### config.mk
export PLATFORM = sky130hd
export DESIGN_NAME = aers_status
export DESIGN_NICKNAME = d
export VERILOG_FILES = /design/src/hw/aers_pkg.sv /design/src/hw/aers_status.sv
export SDC_FILE = /design/constraint.sdc
export NUM_CORES = 1
export LEC_CHECK = 0
export ABC_AREA = 1
export BUFFER_PORTS_ARGS = -buffer_cell sky130_fd_sc_hd__buf_2
export CAP_MARGIN = 0
export CORE_UTILIZATION = 25
export CTS_CLUSTER_SIZE = 40
export DETAILED_ROUTE_END_ITERATION = 6
export PLACE_DENSITY_LB_ADDON = 0.2
export SLEW_MARGIN = 20
export SYNTH_ARGS = -nofsm -noshare
export SYNTH_HDL_FRONTEND = slang
export SYNTH_SLANG_ARGS = --single-unit
### constraint.sdc
create_clock -name clk_in -period 2.9 [get_ports clk_in]
set_clock_uncertainty 0.2 [all_clocks]
set_input_delay 0.58 -clock clk_in [delete_from_list [all_inputs] [get_ports clk_in]]
set_output_delay 0.58 -clock clk_in [all_outputs]
set_load 0.005 [all_outputs]
### src/hw/aers_pkg.sv
// Package of register offsets, field layouts and carrier types for the amplifier event status block.
package aers_pkg;

    // Register offsets on the control bus.
    localparam logic [15:0] AERS_SUPPLY_RAW_ADDR = 16'h2003;
    localparam logic [15:0] AERS_BROWNOUT_RAW_ADDR = 16'h2004;
    localparam logic [15:0] AERS_STICKY_ADDR = 16'h2006;

    // Reset values of the three registers.
    localparam logic [7:0] AERS_SUPPLY_RAW_RESET = 8'h00;
    localparam logic [3:0] AERS_BROWNOUT_RAW_RESET = 4'h0;
    localparam logic [7:0] AERS_STICKY_RESET = 8'h00;

    // Answer to an address that this block does not hold.
    localparam logic [7:0] AERS_UNMAPPED_DATA = 8'h00;

    // Field positions of the supply, power and headroom live register.
    localparam int AERS_ANALOG_LOW_BIT = 7;
    localparam int AERS_CORE_LOW_BIT = 6;
    localparam int AERS_POWERUP_BIT = 5;
    localparam int AERS_POWERDOWN_BIT = 4;
    localparam int AERS_HV_LOW_BIT = 3;
    localparam int AERS_BATTERY_LOW_BIT = 2;
    localparam int AERS_HEADROOM_BEGIN_BIT = 1;
    localparam int AERS_HEADROOM_END_BIT = 0;

    // Field positions of the brownout engine live register.
    localparam int AERS_BROWNOUT_ZERO_BIT = 3;
    localparam int AERS_BROWNOUT_CHANGE_BIT = 2;
    localparam int AERS_BROWNOUT_BEGIN_BIT = 1;
    localparam int AERS_BROWNOUT_END_BIT = 0;

    // Field positions of the thermal and fault sticky register.
    localparam int AERS_OVERTEMP_BEGIN_BIT = 7;
    localparam int AERS_OVERTEMP_END_BIT = 6;
    localparam int AERS_WARN_ONE_BEGIN_BIT = 5;
    localparam int AERS_WARN_ONE_END_BIT = 4;
    localparam int AERS_FOLDBACK_BEGIN_BIT = 3;
    localparam int AERS_FOLDBACK_END_BIT = 2;
    localparam int AERS_FUSE_FAIL_BIT = 1;
    localparam int AERS_OVERCURRENT_BIT = 0;

    // Supply, power and headroom live indicators, packed in register order.
    typedef struct packed {
        logic analog_supply_low_live;
        logic core_supply_low_live;
        logic powerup_complete_live;
        logic powerdown_complete_live;
        logic hv_supply_low_live;
        logic battery_supply_low_live;
        logic headroom_track_begin_live;
        logic headroom_track_end_live;
    } aers_supply_t;

    // Brownout prevention engine live indicators, packed in register order.
    typedef struct packed {
        logic brownout_level_zero_live;
        logic brownout_level_change_live;
        logic brownout_begin_live;
        logic brownout_end_live;
    } aers_brownout_t;

    // Thermal and fault indicators; used for live inputs, clears and sticky flags alike.
    typedef struct packed {
        logic overtemp_off_begin;
        logic overtemp_off_end;
        logic temp_warn_one_begin;
        logic temp_warn_one_end;
        logic temp_foldback_begin;
        logic temp_foldback_end;
        logic fuse_load_fail;
        logic speaker_overcurrent;
    } aers_fault_t;

endpackage

### src/hw/aers_status.sv
// Live and sticky event status registers of the speaker amplifier, read over the control port.
`timescale 1ns/1ps
module aers_status
    import aers_pkg::*;
(
    input wire logic clk_in,
    input wire logic rst_in,
    input wire aers_supply_t supply_live_in,
    input wire aers_brownout_t brownout_live_in,
    input wire aers_fault_t fault_live_in,
    input wire aers_fault_t sticky_clear_in,
    input wire logic [15:0] reg_addr_in,
    input wire logic reg_read_in,
    output logic [7:0] read_data_out,
    output logic read_valid_out,
    output aers_fault_t sticky_flags_out
);

    // Synchroniser stages for the supply, power and headroom indicators.
    // These come from analog comparators and sequencers that do not share
    // this clock, so each passes two flip-flops before any logic reads it.
    aers_supply_t supply_meta;
    aers_supply_t supply_sync;
    aers_supply_t next_supply_meta;
    aers_supply_t next_supply_sync;

    // Synchroniser stages for the brownout prevention engine indicators.
    aers_brownout_t brownout_meta;
    aers_brownout_t brownout_sync;
    aers_brownout_t next_brownout_meta;
    aers_brownout_t next_brownout_sync;

    // Synchroniser stages for the thermal and fault indicators, plus one
    // more stage that remembers the last synchronised value for edge detection.
    aers_fault_t fault_meta;
    aers_fault_t fault_sync;
    aers_fault_t fault_prev;
    aers_fault_t next_fault_meta;
    aers_fault_t next_fault_sync;
    aers_fault_t next_fault_prev;

    // Sticky flag state, its next value and the rising edges found this cycle.
    aers_fault_t sticky;
    aers_fault_t next_sticky;
    aers_fault_t fault_rise;

    // Next values of the output registers.
    logic [7:0] next_read_data;
    logic next_read_valid;
    aers_fault_t next_sticky_flags;

    // Rising edge detector on a synchronised fault vector.
    // Both arguments come from behind the second synchroniser stage, never
    // from the first, so a metastable sample cannot produce a false edge.
    function automatic aers_fault_t aers_rising(
        input aers_fault_t now_value,
        input aers_fault_t last_value
    );
        return now_value & ~last_value;
    endfunction

    // Sticky update: a clear drops a flag and a rising edge sets it.
    // The set is applied last, so an event that lands in the very cycle of
    // its clear is kept; losing a thermal or fault event is the worse hazard.
    function automatic aers_fault_t aers_sticky_update(
        input aers_fault_t flags,
        input aers_fault_t clear,
        input aers_fault_t rise
    );
        return (flags & ~clear) | rise;
    endfunction

    // Read multiplexer over the three held registers.
    // An address that this block does not hold answers with the unmapped
    // value, so a host scanning the map never sees stale data from here.
    function automatic logic [7:0] aers_read_mux(
        input logic [15:0] addr,
        input aers_supply_t supply,
        input aers_brownout_t brownout,
        input aers_fault_t flags
    );
        logic [7:0] value;
        value = AERS_UNMAPPED_DATA;
        unique case (addr)
            AERS_SUPPLY_RAW_ADDR: begin
                value = supply;
            end
            AERS_BROWNOUT_RAW_ADDR: begin
                value = {4'h0, brownout};
            end
            AERS_STICKY_ADDR: begin
                value = flags;
            end
            default: begin
                value = AERS_UNMAPPED_DATA;
            end
        endcase
        return value;
    endfunction

    // Next values of the supply synchroniser; the first stage feeds only the second.
    always_comb begin
        next_supply_meta = supply_live_in;
        next_supply_sync = supply_meta;
    end

    // Supply synchroniser registers.
    // Reset clears both stages, so the live register reads its reset value
    // until the second edge after release, one edge after the indicators are sampled again.
    always_ff @(posedge clk_in or posedge rst_in) begin
        if (rst_in) begin
            supply_meta <= AERS_SUPPLY_RAW_RESET;
            supply_sync <= AERS_SUPPLY_RAW_RESET;
        end else begin
            supply_meta <= next_supply_meta;
            supply_sync <= next_supply_sync;
        end
    end

    // Next values of the brownout synchroniser; the first stage feeds only the second.
    always_comb begin
        next_brownout_meta = brownout_live_in;
        next_brownout_sync = brownout_meta;
    end

    // Brownout synchroniser registers.
    always_ff @(posedge clk_in or posedge rst_in) begin
        if (rst_in) begin
            brownout_meta <= AERS_BROWNOUT_RAW_RESET;
            brownout_sync <= AERS_BROWNOUT_RAW_RESET;
        end else begin
            brownout_meta <= next_brownout_meta;
            brownout_sync <= next_brownout_sync;
        end
    end

    // Next values of the fault synchroniser and its history stage.
    // The history stage reads only the second stage, never the first.
    always_comb begin
        next_fault_meta = fault_live_in;
        next_fault_sync = fault_meta;
        next_fault_prev = fault_sync;
    end

    // Fault synchroniser registers.
    // The history resets low, so an indicator that is already high while
    // reset is held is seen as a rising edge a few cycles after release.
    always_ff @(posedge clk_in or posedge rst_in) begin
        if (rst_in) begin
            fault_meta <= AERS_STICKY_RESET;
            fault_sync <= AERS_STICKY_RESET;
            fault_prev <= AERS_STICKY_RESET;
        end else begin
            fault_meta <= next_fault_meta;
            fault_sync <= next_fault_sync;
            fault_prev <= next_fault_prev;
        end
    end

    // Sticky flags: a rising edge sets, a clear pulse drops, set wins a tie.
    // No mask exists anywhere on this path, so every edge is recorded.
    always_comb begin
        fault_rise = aers_rising(fault_sync, fault_prev);
        next_sticky = aers_sticky_update(sticky, sticky_clear_in, fault_rise);
    end

    // Sticky flag register; a falling indicator never clears a flag.
    always_ff @(posedge clk_in or posedge rst_in) begin
        if (rst_in) begin
            sticky <= AERS_STICKY_RESET;
        end else begin
            sticky <= next_sticky;
        end
    end

    // Read decode; data appears one cycle after the read strobe.
    // The sticky register is read through its next value, so the byte read
    // and the flag output always agree, even when a set or clear lands in
    // the read cycle itself.
    always_comb begin
        next_read_valid = reg_read_in;
        next_read_data = AERS_UNMAPPED_DATA;
        next_sticky_flags = next_sticky;
        if (reg_read_in) begin
            next_read_data = aers_read_mux(reg_addr_in, supply_sync, brownout_sync, next_sticky);
        end
    end

    // Output registers, so every output comes straight from a flip-flop.
    // Between reads the data output returns to zero, which keeps the port
    // quiet and makes a missing strobe easy to spot.
    always_ff @(posedge clk_in or posedge rst_in) begin
        if (rst_in) begin
            read_data_out <= AERS_UNMAPPED_DATA;
            read_valid_out <= 1'b0;
            sticky_flags_out <= AERS_STICKY_RESET;
        end else begin
            read_data_out <= next_read_data;
            read_valid_out <= next_read_valid;
            sticky_flags_out <= next_sticky_flags;
        end
    end

endmodule // aers_status

**Word-level counts from Yosys, hierarchy flattened**

Index checks and enable logic that the tools add are counted.

- Bits in registers: 65
- Input bits: 47
- Output and inout port bits: 17
- Logic and storage cells: 68

- Eq/ne operators: 3
- Multiplexer cells: 2
- Bitwise logic cells: 5

Operators with widths:

| cell | count |
|---|---|
| $eq A16 B14 Y1 const B | 3 |
| $pmux W8 S3 | 1 |
| $and A8 B8 Y8 | 2 |
| $not A8 Y8 | 2 |
| $mux W8 | 1 |
| $or A8 B8 Y8 | 1 |

**Logic depth before layout (Yosys ltp)**

- Depth in word-level cells: 5
- Depth in mapped cells: 9
- Mapped depth without buffers: 8

**Worst setup path before layout**

OpenSTA, ideal clock, no wires.

- Path kind: input -> register
- From: in reg_addr_in[11]
- To: reg read_data_out[4]
- Arrival time: 1.325 ns
- Data required time: 2.629 ns
- Setup slack: 1.304 ns
- Stages on the path: 8
- Cell sequence: nor2_1 > nand2_1 > nor2_4 > buf_6 > nand3_1 > nand2_1 > inv_1 > nor2_1

- Word-level cells in the longest chain between the ends: 3
- Elaborated cells between the ends (all ways): 5
- Classes of those cells: eq/ne: 3; mux: 2

Ends and longest elaborated chain:

| what | line | RTL |
|---|---|---|
| start, declared | aers_status.sv:12 | `input wire logic [15:0] reg_addr_in,` |
| $eq A16 B14 Y1 | aers_status.sv:84 | `unique case (addr)` |
| $pmux W8 S3 * | aers_status.sv:84 |  |
| $mux W8 * | aers_status.sv:184 | `if (reg_read_in) begin` |
| named net next_read_data[4] | aers_status.sv:48 | `logic [7:0] next_read_data;` |
| end signal, assigned | aers_status.sv:198 | `read_data_out <= next_read_data;` |
| end, declared | aers_status.sv:14 | `output logic [7:0] read_data_out,` |

The timed path passes the listed nets; every way through them passes the cells marked *.

**Final worst setup path**

- From: in reg_addr_in[11]
- To: reg read_data_out[1]

The elaborated chain is that of the path after synthesis.

==> results by group <==
Status
  – Run status: finished, final reports clean

Place
  – DP Area: 0.002566 sq mm
  – HPWL after detailed placement: around 2700 um
  – Count of buffers inserted at the top-level ports: 63
  – Weighted congestion reported at the end of routability-driven placement: around 0.63

Drt
  – Per-cell routed wire length: 10.45 um
  – Pre-antenna DRT Iters: 4
  – Remaining DRCs: 0
  – Initial DRC Count: 40
  – Via/cell ratio: approximately 3.7
  – Routed Wire Length: 3700 um
  – Total via count in the routed design: ~1,300
  – Remaining antenna violation count after routing: 0

Timing
  – Number of failing hold endpoints at the final stage: 0
  – Final setup viols: 0
  – Post-Route Setup TNS: 0 ns
  – Worst slew margin relative to its limit: 66.47%
  – Setup repair after global routing missed its margin: false
  – Share of the clock period used by the worst path: around three fifths
  – Upper clock frequency limit: 0.5820 GHz
  – Number of max-slew violations in the final report: 0
  – Slew at the pin with the worst max-slew slack: between 0.5 and 0.6 ns
  – Final min period: between 1.5 and 2 ns

Critical path
  – Endpoint of the most critical register-to-register path: read_data_out[1]
  – Required @ worst endpoint: slightly below 3 ns
  – Depth of the worst register-to-register path: 6
  – Crit Reg-Reg Startpoint: sticky_flags_out[1]
  – Maximum fanout along the worst path: 19
  – Internal reg-to-reg setup slack: 1.68 ns
  – Worst setup EP type: register
  – Worst Setup Path Type: in2reg
  – Critical path arrival: about 1.8 ns
  – Startpoint types: input port

Layout
  – Commonest cells after routing, fill and taps aside: sky130_fd_sc_hd__dfrtp_1 (65), sky130_fd_sc_hd__buf_2 (63), sky130_fd_sc_hd__inv_1 (28)
  – Most frequent standard cell in the layout excluding fill and tap cells: sky130_fd_sc_hd__dfrtp_1
  – Nets@finish: roughly 290
  – Proportion of layout cells with a drive suffix above 1: roughly 36%
  – Inserted Diodes: 0
  – Post-Layout Inst Area: 0.002774 sq mm
  – Growth of design area from synthesis to finish: 31.11%

Synthesis
  – Flops & latches, synth: 65
  – Sequential area share after synthesis: ~77%
  – Number of warnings printed during yosys synthesis: 0
  – Syn Std Cell Area: between 0.002 and 0.0025 sq mm
  – Nets in the synthesized netlist: 216
  – Syn Area/Cell: approximately 13 sq um
  – Synthesized netlist cell count: approximately 170
  – Number of different library cells in the post-synthesis netlist: 12

Floorplan
  – Width of the die: between 90 and 100 um
  – Floorplan die area: around 0.0088 sq mm
  – Core area: approximately 0.008 sq mm
  – Core Rows: 33
  – Top-Level Pins: 64
  – Die height: approximately 94 um
  – Effective utilization at floorplan: between 20 and 30%

Global route
  – Initial antenna violation count: 0
  – Maximum number of pins on one net before global-route repair: 27
  – Vias in the first global route: around 1,300
  – Remaining global-route overflow: 0
  – Wire length of the first global-routing pass: approximately 6300 um
  – Tot GR Track Use: just under 10%

Clocking
  – TritonCTS buffer count: 9
  – Count of hold buffers inserted by post-cts repair: 0
  – CTS root buf: sky130_fd_sc_hd__clkbuf_8
  – Number of buffers added for setup after CTS: 0
  – Clock edge transition at the registers on the reported setup and hold paths: 0.06 ns
  – CTS HTree Levels: 3
  – Number of instances resized during post-cts repair: 0
  – Clock tree from TritonCTS: yes
  – Maximum clock path buffer count: 2
  – Sink Count: 65
  – Clock insertion delay at the later pin of the skew report: 0.32 ns

Power
  – Worst ir drop on vdd: 278.7 uV
  – Areal power density over the cells: between 600 and 700 mW/mm^2
  – Leakage power summed over all cells: between 1 and 1.5 nW

Hold path
  – HP Class: in2async

Run
  – Number of max-cap violations: 0
per-stage QoR:
| stage | util (%) | std cells | power [mW] | hold WS, ns | setup WS [ns] |
|---|---|---|---|---|---|
| after floorplan | - | 169 | 1.017 | 0.1312 | 0.4935 |
| after global placement | 31.23 | 338 | 1.075 | 0.1326 | 0.9234 |
| after detailed placement | 31.23 | 338 | 1.077 | 0.1347 | 0.8652 |
| after CTS | 33.76 | 354 | 1.865 | 0.08641 | 1.212 |
| after global routing | 33.76 | 354 | 1.927 | 0.1263 | 1.095 |
| final | 33.76 | 354 | 1.826 | 0.08236 | 1.182 |
registers in the layout, indices dropped and copies added, names as in the netlist:
signal / flops
brownout_meta: 4
read_data_out: 8
read_valid_out: 1
brownout_sync: 4
fault_sync: 8
next_supply_sync: 8
fault_prev: 8
fault_meta: 8
supply_sync: 8
sticky_flags_out: 8
cell usage after synthesis:
| cell type | instances | share of area [%] |
|---|---|---|
| sky130_fd_sc_hd__dfrtp_1 | 65 | 77 |
| sky130_fd_sc_hd__inv_1 | 29 | 5.1 |
| sky130_fd_sc_hd__nor2_1 | 24 | 4.3 |
| sky130_fd_sc_hd__nand2_1 | 17 | 3.0 |
| sky130_fd_sc_hd__nand3_1 | 15 | 3.5 |
| sky130_fd_sc_hd__o22ai_1 | 8 | 2.4 |
| sky130_fd_sc_hd__nor2_2 | 3 | 0.89 |
| sky130_fd_sc_hd__nor2_4 | 3 | 1.6 |
| sky130_fd_sc_hd__nand3_2 | 2 | 0.95 |
| sky130_fd_sc_hd__buf_6 | 1 | 0.53 |
| sky130_fd_sc_hd__nand2_2 | 1 | 0.30 |
| sky130_fd_sc_hd__nand2_4 | 1 | 0.53 |
cells by family (layout without fill, tap and decap cells):
family	after synthesis	after routing	share of synthesized area, %
buf+inv	30	110	5.677
flops	65	65	76.88
compound gates	8	8	2.366
simple gates	66	66	15.08
area by class of cell:
type | instances | area (sq um)
clock inverters | 2 | 35.03
well taps | 105 | 131.4
clock buffers | 14 | 172.7
flip-flops and latches | 65 | 1627
inverters | 29 | 108.9
multi-input cells | 74 | 369.1
fillers | 827 | 5443
repair buffers | 65 | 330.3
metal layers:
metal | share of wire, % | GRT usage, %
met1 | 45 | 12.49
met2 | 46 | 14.29
met3 | 6.6 | 3.155
met4 | 2.1 | 6.923
met5 | 0 | 0
report_power, final:
part | internal, mW | leakage, nW | total [mW] | switching (mW)
sequential | 0.951 | 0.780 | 0.965 | 0.0141
combinational | 0.0405 | 0.541 | 0.0889 | 0.0484
clock | 0.467 | 0.107 | 0.772 | 0.305
worst max-delay path by stage:
| stage | startpoint | endpoint | slack, ns | cells past startpoint |
|---|---|---|---|---|
| 2_1_floorplan | rst_in | brownout_meta[0] | 0.49 | 1 |
| 3_3_place_gp | reg_addr_in[11] | read_data_out[2] | 0.92 | 8 |
| 3_5_place_dp | reg_addr_in[9] | read_data_out[1] | 0.87 | 8 |
| 4_1_cts | reg_addr_in[11] | read_data_out[1] | 1.21 | 8 |
| 5_1_grt | reg_addr_in[11] | read_data_out[1] | 1.10 | 8 |
| 6_report | reg_addr_in[11] | read_data_out[1] | 1.18 | 8 |
critical path: stages:
cell	delay, ns
sky130_fd_sc_hd__buf_2	0.09
sky130_fd_sc_hd__nor2_1	0.09
sky130_fd_sc_hd__nand2_1	0.09
sky130_fd_sc_hd__nor2_4	0.38
sky130_fd_sc_hd__nand2_1	0.18
sky130_fd_sc_hd__nand3_2	0.13
sky130_fd_sc_hd__nand2_4	0.08
sky130_fd_sc_hd__nor2_1	0.13
Power figures use the tool's default switching activity.
